==> src/dpc_pkg.sv <==
// Package with register map, field layout, limits and types of the dual PLL path configuration.
// How it works
// - Output-source, first-bypass and feedback selects pick one of four modes.
// - First feedback divider is 12 bits; extended feedback divider is 9 bits, 4..511.
// - Feedback select 0 uses own divider; 1 routes through second PLL, both dividers.
// - Second PLL prescaler is 6 bits, range 1 to 63.
// - Second PLL feedback divider is 9 bits, range 8 to 511.
// - Five channel dividers divide 1 to 200 from VCO or oscillator clock.
// - SYSREF divider is twice a product of coded factors, 64 to 12800.
// - Second PLL VCO runs fixed at 3686.4 MHz for all dividers.
// - Doubler enabled makes the second prescale ratio count as one half.
// - One lock output reflects lock state of each PLL that the mode uses.
// - Channels and unused blocks can be powered down by software.
// - First bypass disables first PLL and feeds second from prescaled input.
// - Output-source one feeds channels from first PLL, bypassing the second.
// - Doubler enabled makes the second prescaler ineffective.
package dpc_pkg;
   // Register word indexes; byte address is four times the index.
   localparam logic [5:0] IDX_CTRL    = 6'h00;
   localparam logic [5:0] IDX_PV      = 6'h01;
   localparam logic [5:0] IDX_MV0     = 6'h02;
   localparam logic [5:0] IDX_MV1     = 6'h03;
   localparam logic [5:0] IDX_PF      = 6'h04;
   localparam logic [5:0] IDX_MF      = 6'h05;
   localparam logic [5:0] IDX_NA      = 6'h06;
   localparam logic [5:0] IDX_NE      = 6'h0A;
   localparam logic [5:0] IDX_SRCODE  = 6'h0B;
   localparam logic [5:0] IDX_PDOWN   = 6'h0C;
   localparam logic [5:0] IDX_STATUS  = 6'h0D;
   localparam logic [5:0] IDX_IRQ_ST  = 6'h0E;
   localparam logic [5:0] IDX_IRQ_CLR = 6'h0F;
   localparam logic [5:0] IDX_IRQ_EN  = 6'h10;
   localparam logic [5:0] IDX_SR_DIV  = 6'h11;
   localparam logic [5:0] IDX_VCO_KHZ = 6'h12;
   // Control register bits.
   localparam int CTRL_SRC  = 0;
   localparam int CTRL_FIRST_PLL_BYPASS = 1;
   localparam int CTRL_FEEDBACK_PATH_SEL = 2;
   localparam int CTRL_FDF  = 3;
   // Power-down register bits; bits 4:0 are channels A to E.
   localparam int PD_PLL1   = 5;
   localparam int PD_PLL2   = 6;
   localparam int PD_SYSREF = 7;
   // Interrupt event bits.
   localparam int IRQ_LOCK_GAIN = 0;
   localparam int IRQ_LOCK_LOSS = 1;
   localparam int IRQ_CLAMP     = 2;
   localparam int NUM_IRQ       = 3;
   // Divider limits.
   localparam int PV_MIN  = 1;
   localparam int PV_MAX  = 4095;
   localparam int MV0_MIN = 1;
   localparam int MV0_MAX = 4095;
   localparam int MV1_MIN = 4;
   localparam int MV1_MAX = 511;
   localparam int PF_MIN  = 1;
   localparam int PF_MAX  = 63;
   localparam int MF_MIN  = 8;
   localparam int MF_MAX  = 511;
   localparam int N_MIN   = 1;
   localparam int N_MAX   = 200;
   localparam int NUM_CH  = 5;
   // Fixed VCO frequency in kHz.
   localparam logic [31:0] VCO_FREQ_KHZ = 32'h0038_4000;
   // Reset values.
   localparam logic [3:0]  CTRL_RST   = 4'h0;
   localparam logic [11:0] PV_RST     = 12'h001;
   localparam logic [11:0] MV0_RST    = 12'h001;
   localparam logic [8:0]  MV1_RST    = 9'h004;
   localparam logic [5:0]  PF_RST     = 6'h01;
   localparam logic [8:0]  MF_RST     = 9'h008;
   localparam logic [7:0]  N_RST      = 8'h01;
   localparam logic [7:0]  SRCODE_RST = 8'h00;
   localparam logic [7:0]  PDOWN_RST  = 8'h00;

   typedef enum logic [1:0] {
      MODE_DUAL_DET,
      MODE_DUAL,
      MODE_PLL1_BYP,
      MODE_PLL2_BYP
   } dpc_mode_t;
endpackage : dpc_pkg

==> src/dpc_sysref_div.sv <==
// Decoder from packed SYSREF factor codes to the SYSREF divide value.
`timescale 1ns/100ps
module dpc_sysref_div (
   // Factor codes: [1:0] {2,4,8,16}, [3:2] {2,3,4,5}, [4] {2,4}, [5] {2,4}, [7:6] {2,3,4,5}
   input  wire logic [7:0]  code_i,
   // Divide value, 64 to 12800
   output logic      [13:0] div_o
);
   function automatic logic [4:0] pow2_fac(input logic [1:0] c);
      pow2_fac = 5'h02 << c;
   endfunction : pow2_fac

   function automatic logic [4:0] lin_fac(input logic [1:0] c);
      lin_fac = 5'h02 + {3'h0, c};
   endfunction : lin_fac

   logic [27:0] prod;

   always_comb begin
      prod = 28'h0000002 * {23'h0, pow2_fac(code_i[1:0])} * {23'h0, lin_fac(code_i[3:2])}
             * {23'h0, pow2_fac({1'b0, code_i[4]})} * {23'h0, pow2_fac({1'b0, code_i[5]})}
             * {23'h0, lin_fac(code_i[7:6])};
      div_o = prod[13:0];
   end
endmodule : dpc_sysref_div

==> src/dpc_lock_comb.sv <==
// Combiner of the two PLL lock flags by operating mode.
`timescale 1ns/100ps
module dpc_lock_comb (
   // Mode selects
   input  wire logic src_i,
   input  wire logic first_pll_bypass_i,
   // Power-down of each PLL
   input  wire logic pd_pll1_i,
   input  wire logic pd_pll2_i,
   // Lock flags from the PLLs
   input  wire logic pll1_lock_i,
   input  wire logic pll2_lock_i,
   // Combined lock
   output logic      lock_o
);
   logic pll1_act;
   logic pll2_act;

   always_comb begin
      pll1_act = !first_pll_bypass_i;
      pll2_act = !src_i;
      lock_o = (pll1_act || pll2_act)
               && (!pll1_act || (pll1_lock_i && !pd_pll1_i))
               && (!pll2_act || (pll2_lock_i && !pd_pll2_i));
   end
endmodule : dpc_lock_comb

==> src/dpc_top.sv <==
// Dual PLL path configuration registers, mode decode, lock and interrupt logic.
//
// The Wishbone slave port and the register offsets were left to the implementer.
`timescale 1ns/100ps
module dpc_top (
   // Clock and reset
   input  wire logic        clock_i,
   input  wire logic        rst_i,
   // Wishbone slave
   input  wire logic        wb_cyc_i,
   input  wire logic        wb_stb_i,
   input  wire logic        wb_we_i,
   input  wire logic [7:0]  wb_adr_i,
   input  wire logic [3:0]  wb_sel_i,
   input  wire logic [31:0] wb_dat_i,
   output logic      [31:0] wb_dat_o,
   output logic             wb_ack_o,
   // PLL lock flags
   input  wire logic        pll1_lock_i,
   input  wire logic        pll2_lock_i,
   // Mode selects
   output logic             output_source_sel_o,
   output logic             first_pll_bypass_o,
   output logic             feedback_path_sel_o,
   output logic             freq_doubler_en_o,
   output logic      [1:0]  mode_o,
   output logic             fb_through_pll2_o,
   output logic             pll1_enable_o,
   output logic             pll2_enable_o,
   output logic             manual_input_only_o,
   // Divider settings
   output logic      [11:0] first_pll_prediv_o,
   output logic      [11:0] first_pll_feedback_div_o,
   output logic      [8:0]  extended_loop_feedback_div_o,
   output logic      [5:0]  second_pll_prediv_o,
   output logic      [6:0]  second_pll_ratio_x2_o,
   output logic      [8:0]  second_pll_feedback_div_o,
   output logic      [39:0] channel_divider_o,
   output logic      [13:0] sysref_div_o,
   // Power and lock
   output logic      [4:0]  channel_enable_o,
   output logic             sysref_enable_o,
   output logic             lock_o,
   output logic             irq_o
);
   typedef struct packed {
      logic                 src;
      logic                 first_pll_bypass;
      logic                 feedback_path_sel;
      logic                 fdf;
      logic [11:0]          pv;
      logic [11:0]          mv0;
      logic [8:0]           mv1;
      logic [5:0]           pf;
      logic [8:0]           mf;
      logic [39:0]          nch;
      logic [7:0]           srcode;
      logic [7:0]           pdown;
      logic [2:0]           irq_st;
      logic [2:0]           irq_en;
      logic [1:0]           mode;
      logic                 fb_both;
      logic                 pll1_on;
      logic                 pll2_on;
      logic [5:0]           pf_eff;
      logic                 manual;
      logic [6:0]           ratio_x2;
      logic [13:0]          sr_div;
      logic [4:0]           ch_en;
      logic                 sr_en;
      logic                 lock;
      logic                 irq;
      logic                 ack;
      logic [31:0]          rdat;
   } dpc_state_t;

   dpc_state_t st_r;
   dpc_state_t st_nxt;
   logic [13:0] sr_div_w;
   logic        lock_w;
   logic        req;
   logic        wr;
   logic [5:0]  idx;
   logic [2:0]  ev;
   logic        clamp_ev;
   logic [31:0] wval;
   logic [2:0]  ch;

   // Merges the write data into the current word by byte enables.
   function automatic logic [31:0] merge(input logic [31:0] cur, input logic [31:0] d,
                                         input logic [3:0] sel);
      logic [31:0] m;
      m = cur;
      for (int b = 0; b < 4; b++) begin
         if (sel[b]) begin
            m[b*8 +: 8] = d[b*8 +: 8];
         end
      end
      return m;
   endfunction : merge

   // Limits a written value to its legal range.
   function automatic logic [15:0] clamp(input logic [31:0] v, input int lo, input int hi);
      if (v < 32'(lo)) begin
         return 16'(lo);
      end else if (v > 32'(hi)) begin
         return 16'(hi);
      end else begin
         return v[15:0];
      end
   endfunction : clamp

   // Reports whether a written value lies outside its range.
   function automatic logic out_of(input logic [31:0] v, input int lo, input int hi);
      return (v < 32'(lo)) || (v > 32'(hi));
   endfunction : out_of

   dpc_sysref_div u_sysref (
      .code_i (st_r.srcode),
      .div_o  (sr_div_w)
   );

   dpc_lock_comb u_lock (
      .src_i       (st_r.src),
      .first_pll_bypass_i      (st_r.first_pll_bypass),
      .pd_pll1_i   (st_r.pdown[dpc_pkg::PD_PLL1]),
      .pd_pll2_i   (st_r.pdown[dpc_pkg::PD_PLL2]),
      .pll1_lock_i (pll1_lock_i),
      .pll2_lock_i (pll2_lock_i),
      .lock_o      (lock_w)
   );

   always_comb begin
      st_nxt   = st_r;
      req      = wb_cyc_i && wb_stb_i && !st_r.ack;
      wr       = req && wb_we_i;
      idx      = wb_adr_i[7:2];
      clamp_ev = 1'b0;
      ch       = 3'h0;
      wval     = 32'h0000_0000;
      st_nxt.ack = req;
      // Register writes with range limiting.
      if (wr) begin
         case (idx)
            dpc_pkg::IDX_CTRL: begin
               wval = merge({28'h0, st_r.fdf, st_r.feedback_path_sel, st_r.first_pll_bypass, st_r.src},
                            wb_dat_i, wb_sel_i);
               st_nxt.src  = wval[dpc_pkg::CTRL_SRC];
               st_nxt.first_pll_bypass = wval[dpc_pkg::CTRL_FIRST_PLL_BYPASS];
               st_nxt.feedback_path_sel = wval[dpc_pkg::CTRL_FEEDBACK_PATH_SEL];
               st_nxt.fdf  = wval[dpc_pkg::CTRL_FDF];
            end
            dpc_pkg::IDX_PV: begin
               wval     = merge({20'h0, st_r.pv}, wb_dat_i, wb_sel_i);
               st_nxt.pv = 12'(clamp(wval, dpc_pkg::PV_MIN, dpc_pkg::PV_MAX));
               clamp_ev = out_of(wval, dpc_pkg::PV_MIN, dpc_pkg::PV_MAX);
            end
            dpc_pkg::IDX_MV0: begin
               wval      = merge({20'h0, st_r.mv0}, wb_dat_i, wb_sel_i);
               st_nxt.mv0 = 12'(clamp(wval, dpc_pkg::MV0_MIN, dpc_pkg::MV0_MAX));
               clamp_ev  = out_of(wval, dpc_pkg::MV0_MIN, dpc_pkg::MV0_MAX);
            end
            dpc_pkg::IDX_MV1: begin
               wval      = merge({23'h0, st_r.mv1}, wb_dat_i, wb_sel_i);
               st_nxt.mv1 = 9'(clamp(wval, dpc_pkg::MV1_MIN, dpc_pkg::MV1_MAX));
               clamp_ev  = out_of(wval, dpc_pkg::MV1_MIN, dpc_pkg::MV1_MAX);
            end
            dpc_pkg::IDX_PF: begin
               wval     = merge({26'h0, st_r.pf}, wb_dat_i, wb_sel_i);
               st_nxt.pf = 6'(clamp(wval, dpc_pkg::PF_MIN, dpc_pkg::PF_MAX));
               clamp_ev = out_of(wval, dpc_pkg::PF_MIN, dpc_pkg::PF_MAX);
            end
            dpc_pkg::IDX_MF: begin
               wval     = merge({23'h0, st_r.mf}, wb_dat_i, wb_sel_i);
               st_nxt.mf = 9'(clamp(wval, dpc_pkg::MF_MIN, dpc_pkg::MF_MAX));
               clamp_ev = out_of(wval, dpc_pkg::MF_MIN, dpc_pkg::MF_MAX);
            end
            dpc_pkg::IDX_SRCODE: begin
               wval         = merge({24'h0, st_r.srcode}, wb_dat_i, wb_sel_i);
               st_nxt.srcode = wval[7:0];
            end
            dpc_pkg::IDX_PDOWN: begin
               wval        = merge({24'h0, st_r.pdown}, wb_dat_i, wb_sel_i);
               st_nxt.pdown = wval[7:0];
            end
            dpc_pkg::IDX_IRQ_EN: begin
               wval         = merge({29'h0, st_r.irq_en}, wb_dat_i, wb_sel_i);
               st_nxt.irq_en = wval[2:0];
            end
            default: begin
               if (idx >= dpc_pkg::IDX_NA && idx <= dpc_pkg::IDX_NE) begin
                  ch   = 3'(idx - dpc_pkg::IDX_NA);
                  wval = merge({24'h0, st_r.nch[ch*8 +: 8]}, wb_dat_i, wb_sel_i);
                  st_nxt.nch[ch*8 +: 8] = 8'(clamp(wval, dpc_pkg::N_MIN, dpc_pkg::N_MAX));
                  clamp_ev = out_of(wval, dpc_pkg::N_MIN, dpc_pkg::N_MAX);
               end
            end
         endcase
      end
      // Register reads; unmapped and write-only words read zero.
      st_nxt.rdat = 32'h0000_0000;
      if (req && !wb_we_i) begin
         case (idx)
            dpc_pkg::IDX_CTRL:    st_nxt.rdat = {28'h0, st_r.fdf, st_r.feedback_path_sel, st_r.first_pll_bypass, st_r.src};
            dpc_pkg::IDX_PV:      st_nxt.rdat = {20'h0, st_r.pv};
            dpc_pkg::IDX_MV0:     st_nxt.rdat = {20'h0, st_r.mv0};
            dpc_pkg::IDX_MV1:     st_nxt.rdat = {23'h0, st_r.mv1};
            dpc_pkg::IDX_PF:      st_nxt.rdat = {26'h0, st_r.pf};
            dpc_pkg::IDX_MF:      st_nxt.rdat = {23'h0, st_r.mf};
            dpc_pkg::IDX_SRCODE:  st_nxt.rdat = {24'h0, st_r.srcode};
            dpc_pkg::IDX_PDOWN:   st_nxt.rdat = {24'h0, st_r.pdown};
            dpc_pkg::IDX_STATUS:  st_nxt.rdat = {24'h0, st_r.mode, st_r.lock, st_r.pll2_on,
                                                 st_r.pll1_on, st_r.fb_both, pll2_lock_i,
                                                 pll1_lock_i};
            dpc_pkg::IDX_IRQ_ST:  st_nxt.rdat = {29'h0, st_r.irq_st};
            dpc_pkg::IDX_IRQ_EN:  st_nxt.rdat = {29'h0, st_r.irq_en};
            dpc_pkg::IDX_SR_DIV:  st_nxt.rdat = {18'h0, st_r.sr_div};
            dpc_pkg::IDX_VCO_KHZ: st_nxt.rdat = dpc_pkg::VCO_FREQ_KHZ;
            default: begin
               if (idx >= dpc_pkg::IDX_NA && idx <= dpc_pkg::IDX_NE) begin
                  ch = 3'(idx - dpc_pkg::IDX_NA);
                  st_nxt.rdat = {24'h0, st_r.nch[ch*8 +: 8]};
               end
            end
         endcase
      end
      if (st_r.src) begin
         st_nxt.mode = 2'(dpc_pkg::MODE_PLL2_BYP);
      end else if (st_r.first_pll_bypass) begin
         st_nxt.mode = 2'(dpc_pkg::MODE_PLL1_BYP);
      end else if (st_r.feedback_path_sel) begin
         st_nxt.mode = 2'(dpc_pkg::MODE_DUAL_DET);
      end else begin
         st_nxt.mode = 2'(dpc_pkg::MODE_DUAL);
      end
      st_nxt.fb_both = st_r.feedback_path_sel && !st_r.first_pll_bypass && !st_r.src;
      st_nxt.pll1_on = !st_r.first_pll_bypass && !st_r.pdown[dpc_pkg::PD_PLL1];
      st_nxt.manual  = st_r.first_pll_bypass || st_r.pdown[dpc_pkg::PD_PLL1];
      st_nxt.pll2_on = !st_r.src && !st_r.pdown[dpc_pkg::PD_PLL2];
      st_nxt.pf_eff = st_r.fdf ? 6'h00 : st_r.pf;
      st_nxt.ratio_x2 = st_r.fdf ? 7'h01 : {st_r.pf, 1'b0};
      st_nxt.sr_div = sr_div_w;
      st_nxt.ch_en = ~st_r.pdown[4:0];
      st_nxt.sr_en = !st_r.pdown[dpc_pkg::PD_SYSREF];
      st_nxt.lock = lock_w;
      // Sticky events; a new event wins over a clear in the same cycle.
      ev = 3'h0;
      ev[dpc_pkg::IRQ_LOCK_GAIN] = lock_w && !st_r.lock;
      ev[dpc_pkg::IRQ_LOCK_LOSS] = !lock_w && st_r.lock;
      ev[dpc_pkg::IRQ_CLAMP]     = clamp_ev;
      if (wr && idx == dpc_pkg::IDX_IRQ_CLR && wb_sel_i[0]) begin
         st_nxt.irq_st = st_r.irq_st & ~wb_dat_i[2:0];
      end
      st_nxt.irq_st = st_nxt.irq_st | ev;
      st_nxt.irq    = |(st_nxt.irq_st & st_nxt.irq_en);
   end

   always_ff @(posedge clock_i or posedge rst_i) begin
      if (rst_i) begin
         st_r             <= '0;
         {st_r.fdf, st_r.feedback_path_sel, st_r.first_pll_bypass, st_r.src} <= dpc_pkg::CTRL_RST;
         st_r.pv          <= dpc_pkg::PV_RST;
         st_r.mv0         <= dpc_pkg::MV0_RST;
         st_r.mv1         <= dpc_pkg::MV1_RST;
         st_r.pf          <= dpc_pkg::PF_RST;
         st_r.pf_eff      <= dpc_pkg::PF_RST;
         st_r.mf          <= dpc_pkg::MF_RST;
         st_r.nch         <= {dpc_pkg::NUM_CH{dpc_pkg::N_RST}};
         st_r.srcode      <= dpc_pkg::SRCODE_RST;
         st_r.pdown       <= dpc_pkg::PDOWN_RST;
         st_r.mode        <= 2'(dpc_pkg::MODE_DUAL);
         st_r.pll1_on     <= 1'b1;
         st_r.pll2_on     <= 1'b1;
         st_r.ratio_x2    <= {dpc_pkg::PF_RST, 1'b0};
         st_r.ch_en       <= ~dpc_pkg::PDOWN_RST[4:0];
         st_r.sr_en       <= 1'b1;
      end else begin
         st_r <= st_nxt;
      end
   end

   assign wb_dat_o                     = st_r.rdat;
   assign wb_ack_o                     = st_r.ack;
   assign output_source_sel_o          = st_r.src;
   assign first_pll_bypass_o           = st_r.first_pll_bypass;
   assign feedback_path_sel_o          = st_r.feedback_path_sel;
   assign freq_doubler_en_o            = st_r.fdf;
   assign mode_o                       = st_r.mode;
   assign fb_through_pll2_o            = st_r.fb_both;
   assign pll1_enable_o                = st_r.pll1_on;
   assign pll2_enable_o                = st_r.pll2_on;
   assign manual_input_only_o          = st_r.manual;
   assign first_pll_prediv_o           = st_r.pv;
   assign first_pll_feedback_div_o     = st_r.mv0;
   assign extended_loop_feedback_div_o = st_r.mv1;
   assign second_pll_prediv_o          = st_r.pf_eff;
   assign second_pll_ratio_x2_o        = st_r.ratio_x2;
   assign second_pll_feedback_div_o    = st_r.mf;
   assign channel_divider_o            = st_r.nch;
   assign sysref_div_o                 = st_r.sr_div;
   assign channel_enable_o             = st_r.ch_en;
   assign sysref_enable_o              = st_r.sr_en;
   assign lock_o                       = st_r.lock;
   assign irq_o                        = st_r.irq;
endmodule : dpc_top

==> config.mk <==
export PLATFORM = sky130hd
export DESIGN_NAME = dpc_top
export DESIGN_NICKNAME = d
export VERILOG_FILES = /design/src/dpc_pkg.sv /design/src/dpc_sysref_div.sv /design/src/dpc_lock_comb.sv /design/src/dpc_top.sv
export SDC_FILE = /design/constraint.sdc
export NUM_CORES = 1
export LEC_CHECK = 0
export BUFFER_PORTS_ARGS = -buffer_cell sky130_fd_sc_hd__buf_2
export CORE_UTILIZATION = 34
export CTS_BUF_LIST = sky130_fd_sc_hd__clkbuf_8 sky130_fd_sc_hd__clkbuf_16
export DETAILED_ROUTE_END_ITERATION = 12
export SLEW_MARGIN = 20
export SYNTH_ARGS = -nofsm -noshare
export SYNTH_HDL_FRONTEND = slang
export SYNTH_SLANG_ARGS = --single-unit
==> constraint.sdc <==
create_clock -name clock_i -period 6.4 [get_ports clock_i]
set_input_delay 0.32 -clock clock_i [delete_from_list [all_inputs] [get_ports clock_i]]
set_output_delay 0.32 -clock clock_i [all_outputs]
set_load 0.05 [all_outputs]
==> impl_results.md, run 1 <==
* Required @ worst endpoint at 6.76 ns
* RSZ-0062 raised after global routing: no
* Pre-Repair DR Iteration Count at 7
* Yosys warns at 0
* Reg clk slew, reported paths at 0.07 ns
* Initial antenna violation count at 3
* Net count reported at finish at 1260
* Drc violations at 0
* Die W at 178 um
* Async S/R FF share, synth at 100%
* Num CTS Buffers at 17
* Critical path type: register to register
* CP Buf/Inv Count at 1
* Seq cells post-synth at 161
* Final hold viol count at 0
* # Post-CTS Setup Buffers at 0
* Hold Crit Class: primary input to asynchronous set/reset pin
* Die footprint at 31500 um2
* R2R Setup Slk at 0.32 ns
* # port buffers at 190
* Worst-Margin Slew at 0.998 ns
* Status: completed
* Vias at 8494
* Mean Syn Cell Area at 9.47 um2
* Final min period at 6.08 ns
* Critical path's slowest cell: fa_1
* Power per cell area at 241 nW/um2
* Post-synthesis cell area at 10500 um2
* Fin. max-slew vios at 0
* Clk_lat worst skew at 0.44 ns
* Die Y at 178 um
* Crit. End Element: register
* H-tree levels at 4
* CP dominant cell by count: ha_1
* WP data arrival at 6.44 ns
* Headroom to the max-slew limit at 33.2%
* DP Wirelength at 24500 um
* Layout cell share with drive strength beyond 1 at 26.6%
* Most frequent cells in the layout: buf_2, dfrtp_1, nand2_1
* Area of the core at 30000 um2
* Routability cong. at 0.963
* WL final at 32100 um
* Largest net degree at the start of global routing at 88
* Post-synth top flop: dfrtp_1
* Crit path max fanout at 6
* Drt initial violations at 738
* Vias per cell at 5.46
* Clk buf depth at 2
* Cell Rows at 63
* Root buffer cell: clkbuf_16
* WL/cell at 20.7 um
* Final Cycle Share at 95.0%
* Fmax achieved at 164 MHz
* # setup viols final at 0
* Pleak at 5.58 nW
* Most common cell after layout, fill and taps aside: buf_2
* I/O pin count at 211
* Cell variety after synth at 74
* CTS tree: built
* Crit path largest cell delay at 0.43 ns
* Clock skew at 0.00981 ns
* Sink Count at 161
* Total Power at 0.00276 W
* Vias in the first global route at 7904
* Post-synth EDFFs at 0
* First-pass GRT wire length at 47700 um
* DRT antenna net count at 0
* Setup_tns at 0 ns
* Total gr overflow at 0
* Critical path launch point type: register
* Initial Utilization at 35.0%
* Area delta synth->final at 9.04%
* CP delay by family, top: adder cells
* Total track usage at 20.4%
* Mapped Cells at 1107
* Max-cap viol count at 0
* VDD IR max at 188 uV
* Register area share after synthesis at 38.7%
-- metrics by stage --
step	utilization (%)	hold WS [ns]	worst slack [ns]	cell area [um2]	std cells
after detailed placement	35.8	0.402	0.0886	10700	1522
after CTS	37.9	0.0633	0.0477	11400	1554
final	38.1	0.0335	0.318	11400	1556
after global placement	35.8	0.398	0.162	10700	1522
after global routing	38.1	0.107	0.0130	11400	1556
after floorplan	-	0.376	0.307	10600	1137
-- flip-flops by register name (all words and copies together), names as in the netlist --
name,count
channel_divider_o,40
channel_enable_o,5
extended_loop_feedback_div_o,9
fb_through_pll2_o,1
feedback_path_sel_o,1
first_pll_bypass_o,1
first_pll_feedback_div_o,12
first_pll_prediv_o,12
freq_doubler_en_o,1
irq_o,1
lock_o,1
manual_input_only_o,1
mode_o,2
output_source_sel_o,1
pll1_enable_o,1
pll2_enable_o,1
second_pll_feedback_div_o,9
second_pll_prediv_o,1
second_pll_ratio_x2_o,6
st_r,28
sysref_div_o,10
sysref_enable_o,1
wb_ack_o,1
wb_dat_o,15
-- path summary, 6_finish.rpt --
path | start | endpoint | depth (start not counted)
hold reg to reg | st_r[83] | channel_enable_o[3] | 1
max in group asynchronous | rst_i | st_r[89] | 3
min in group clock_i | wb_stb_i | wb_ack_o | 3
setup / recovery | st_r[91] | sysref_div_o[13] | 29
hold / removal | rst_i | wb_dat_o[20] | 2
setup reg to reg | st_r[91] | sysref_div_o[13] | 29
-- cell families (layout without fill, tap and decap cells) --
group	count (synthesis)	in the layout	share of synthesized area [%]
other	1	33	0.0358
AO/OA/AOI/OAI	255	255	17.1
adder cells (fa/ha/maj)	58	58	7.43
multiplexers	50	50	5.96
XOR/XNOR	20	20	1.67
AND/OR/NAND/NOR	331	331	15.3
buffers and inverters	231	258	13.8
flip-flops	161	161	38.7
-- final cells by class --
class	count	area [um2]
Fill cell	3071	18500
Multi-Input combinational cell	745	5140
Sequential cell	161	4060
Timing Repair Buffer	194	981
Tap cell	390	488
Clock buffer	18	439
Clock inverter	14	193
Inverter	32	125
Antenna cell	2	5.00
-- where the power goes --
group / internal [W] / switching, W
clock: 0.000639 / 0.000468
combinational: 0.000147 / 0.000374
sequential: 0.00107 / 0.0000652
total: 0.00185 / 0.000907
-- worst register-to-register path: cells and delay by family, from the launching register on --
family | cells | cell delay (ns)
and+or+nand+nor | 5 | 0.55
xor gates and xnor gates | 6 | 0.92
DFF | 1 | 0.41
adders and majority gates | 9 | 2.91
AOI/OAI and AO/OA | 8 | 1.06
buffers and inverters | 1 | 0.17
-- cells in the mapped netlist, types with 18 or more instances --
library cell	number	area (um2)
buf_4	150	1130
dfrtp_1	141	3530
nand2_1	132	495
nor2_1	62	233
o21ai_0	54	270
ha_1	51	638
a22o_1	44	385
a21oi_1	43	215
mux2_2	36	405
clkbuf_1	34	128
inv_1	31	116
nand3_1	21	105
dfstp_2	20	526
and2_1	19	119
nor2b_1	19	119
a22oi_1	18	135
-- layer usage --
layer,GRT usage (%),share of wire [%]
met5,0,0
met4,8.80,3.2
met3,3.58,7.3
met2,31.4,45
met1,27.9,44
-- timing repair --
item | in CTS | in global routing
endpoints found under the setup margin | 0 | 1
gates resized for setup | 0 | 11
hold buffers | 0 | 0
Power figures use the tool's default switching activity.
==> run 2, diff against run 1 <==
BUFFER_PORTS_ARGS = -buffer_cell sky130_fd_sc_hd__clkbuf_2   (was -buffer_cell sky130_fd_sc_hd__buf_2)
==> run 2 against run 1 <==
Register-to-register slack improved by 0.03 ns; sequential power barely moved; die area did not move; largest cell class unchanged; design area fell by 0.27%; worst hold slack improved by 0.0094 ns; via count fell by 0.11%; clock skew rose by 0.0038 ns; maximum frequency rose by 0.45%; flip-flop and latch count did not move.
==> impl_results.md, run 2 (same netlist as run 1, synthesis figures left out) <==
* Final Cycle Share at 94.6% (-0.42 points)
* DP Wirelength at 24500 um (+0.18%)
* RSZ-0062 raised after global routing: no
* Critical path launch point type: register
* CTS tree: built
* Register area at 4060 um2 (unchanged)
* Clk_lat worst skew at 0.45 ns (about the same)
* Clk buf depth at 2 (unchanged)
* FF-to-FF Start: st_r[88]
* Final worst slack at 0.345 ns (+0.0270 ns)
* # Post-CTS Setup Buffers at 0 (unchanged)
* WL/cell at 20.5 um (-0.69%)
* Vias per cell at 5.45 (-0.17%)
* Total Power at 0.00267 W (-3.3%)
* Critical path's slowest cell: dfrtp_2
* Headroom to the max-slew limit at 26.9% (-6.3 points)
* Critical path type: register to register
* I/O pin count at 211 (unchanged)
* Num CTS Buffers at 17 (unchanged)
* Pre-Repair DR Iteration Count at 7 (unchanged)
* Worst-Margin Slew at 1.09 ns (+0.0942 ns)
* Clock skew at 0.0136 ns (+0.00376 ns)
* Die W at 178 um (unchanged)
* # port buffers at 190 (unchanged)
* Largest net degree at the start of global routing at 89 (+1.1%)
* Die Y at 178 um (unchanged)
* Root buffer cell: clkbuf_16
* Most common cell after layout, fill and taps aside: clkbuf_2
* Most frequent cells in the layout: clkbuf_2, dfrtp_1, nand2_1
* Routability cong. at 0.956 (-0.78%)
* Pleak at 5.47 nW (-1.9%)
* Initial antenna violation count at 3 (unchanged)
* Final min period at 6.06 ns (-0.0270 ns)
* Net count reported at finish at 1260 (unchanged)
* Max-cap viol count at 0 (unchanged)
* CP dominant cell by count: ha_1
* Hold Crit Class: primary input to asynchronous set/reset pin
* VDD IR max at 188 uV (-0.39%)
* Layout filler cell count at 3046 (-0.81%)
* Layout cell share with drive strength beyond 1 at 26.6% (unchanged)
* DRT antenna net count at 0 (unchanged)
* # setup viols final at 0 (unchanged)
* Final hold viol count at 0 (unchanged)
* Total gr overflow at 0 (unchanged)
* Status: completed
* Die footprint at 31500 um2 (unchanged)
* Placed insts at 1522 (unchanged)
* Post-route non-filler standard cell count at 1557 (+0.064%)
* Setup_tns at 0 ns (unchanged)
* Area of the core at 30000 um2 (unchanged)
* Vias in the first global route at 8085 (+2.3%)
* Sink Count at 161 (unchanged)
* Fmax achieved at 165 MHz (+0.45%)
* Area delta synth->final at 8.74%
* First-pass GRT wire length at 47700 um (about the same)
* Multi-input gate area at 5160 um2 (+0.46%)
* Crit path largest cell delay at 0.44 ns (about the same)
* Cell Rows at 63 (unchanged)
* Crit path launch: st_r[88]
* CTS Hold Buffers Added at 0 (unchanged)
* Post-Place Cell Area at 10700 um2 (unchanged)
* Power per cell area at 234 nW/um2 (-3.0%)
* WP data arrival at 6.42 ns (-0.02 ns)
* Total track usage at 20.3% (-0.045 points)
* Pre-CTS setup slack at 0.0257 ns (-0.0629 ns)
* Initial Utilization at 35.0% (unchanged)
* WL final at 31900 um (-0.63%)
* Max reg flops at 40 (unchanged)
* Vias at 8485 (-0.11%)
* Crit. End Element: register
* Fin. max-slew vios at 0 (unchanged)
* Reg clk slew, reported paths at 0.07 ns (about the same)
* Crit path max fanout at 5 (-1)
* R2R Setup Slk at 0.34 ns (+0.03 ns)
* Drc violations at 0 (unchanged)
* Drt initial violations at 625 (-15%)
* Required @ worst endpoint at 6.76 ns (about the same)
* H-tree levels at 4 (unchanged)
* Final instance area at 11400 um2 (-0.27%)
==> run 2: cell types whose count changed in the layout (fill, tap and decap cells not counted), moves of 2 or more <==
cell,delta
buf_2,-190
clkbuf_2,+190
bufinv_16,-2
ha_1,-2
ha_4,+2
==> run 2: area by class of cell <==
class | instances | area share (%)
multi-input cells | 745 | 45.3
flip-flops and latches | 161 | 35.6
repair buffers | 194 | 8.61
well taps | 390 | 4.28
clock buffers | 17 | 3.73
clock inverters | 15 | 1.31
inverters | 32 | 1.10
diodes | 3 | 0.0659
==> run 2: repair_timing <==
item | in CTS | in global routing
pin swaps | 0 | 4
setup endpoints to repair | 1 | 1
resized for setup | 1 | 11
==> run 2: layer usage <==
metal | GRT usage (%) | up-vias | part of all wire (%)
li1 | - | 3881 | -
met1 | 27.2 | 4158 | 44
met2 | 31.5 | 377 | 45
met3 | 3.51 | 69 | 6.8
met4 | 10.3 | 0 | 3.8
met5 | 0 | - | 0
==> run 2: critical path, delay by kind of cell, from the launching register on <==
| family | cells | cell delay (ns) |
|---|---|---|
| simple gates | 5 | 0.43 |
| compound gates | 7 | 0.96 |
| flops | 1 | 0.44 |
| fa+ha+maj | 10 | 3.15 |
| xor+xnor | 6 | 0.98 |
==> run 2: path summary, 6_finish.rpt <==
check,end,cells past startpoint
setup / recovery,sysref_div_o[13],28
hold / removal,channel_divider_o[2],2
setup reg to reg,sysref_div_o[13],28
hold reg to reg,channel_enable_o[3],1
max in group asynchronous,st_r[82],3
min in group clock_i,wb_ack_o,3
==> run 2: power breakdown <==
part | internal, W | total (W) | switching (W) | leakage [nW]
Clock | 0.000548 | 0.00102 | 0.000468 | 0.282
Combinational | 0.000147 | 0.000520 | 0.000374 | 3.06
Sequential | 0.00107 | 0.00113 | 0.0000665 | 2.13
==> run 2: through the flow <==
| stage | hold slack [ns] | utilization [%] |
|---|---|---|
| final | 0.0429 | 38.0 |
| after global routing | 0.121 | 38.0 |
| after CTS | 0.0740 | 37.8 |
| after detailed placement | 0.404 | 35.8 |
| after global placement | 0.398 | 35.8 |
| after floorplan | 0.376 | - |
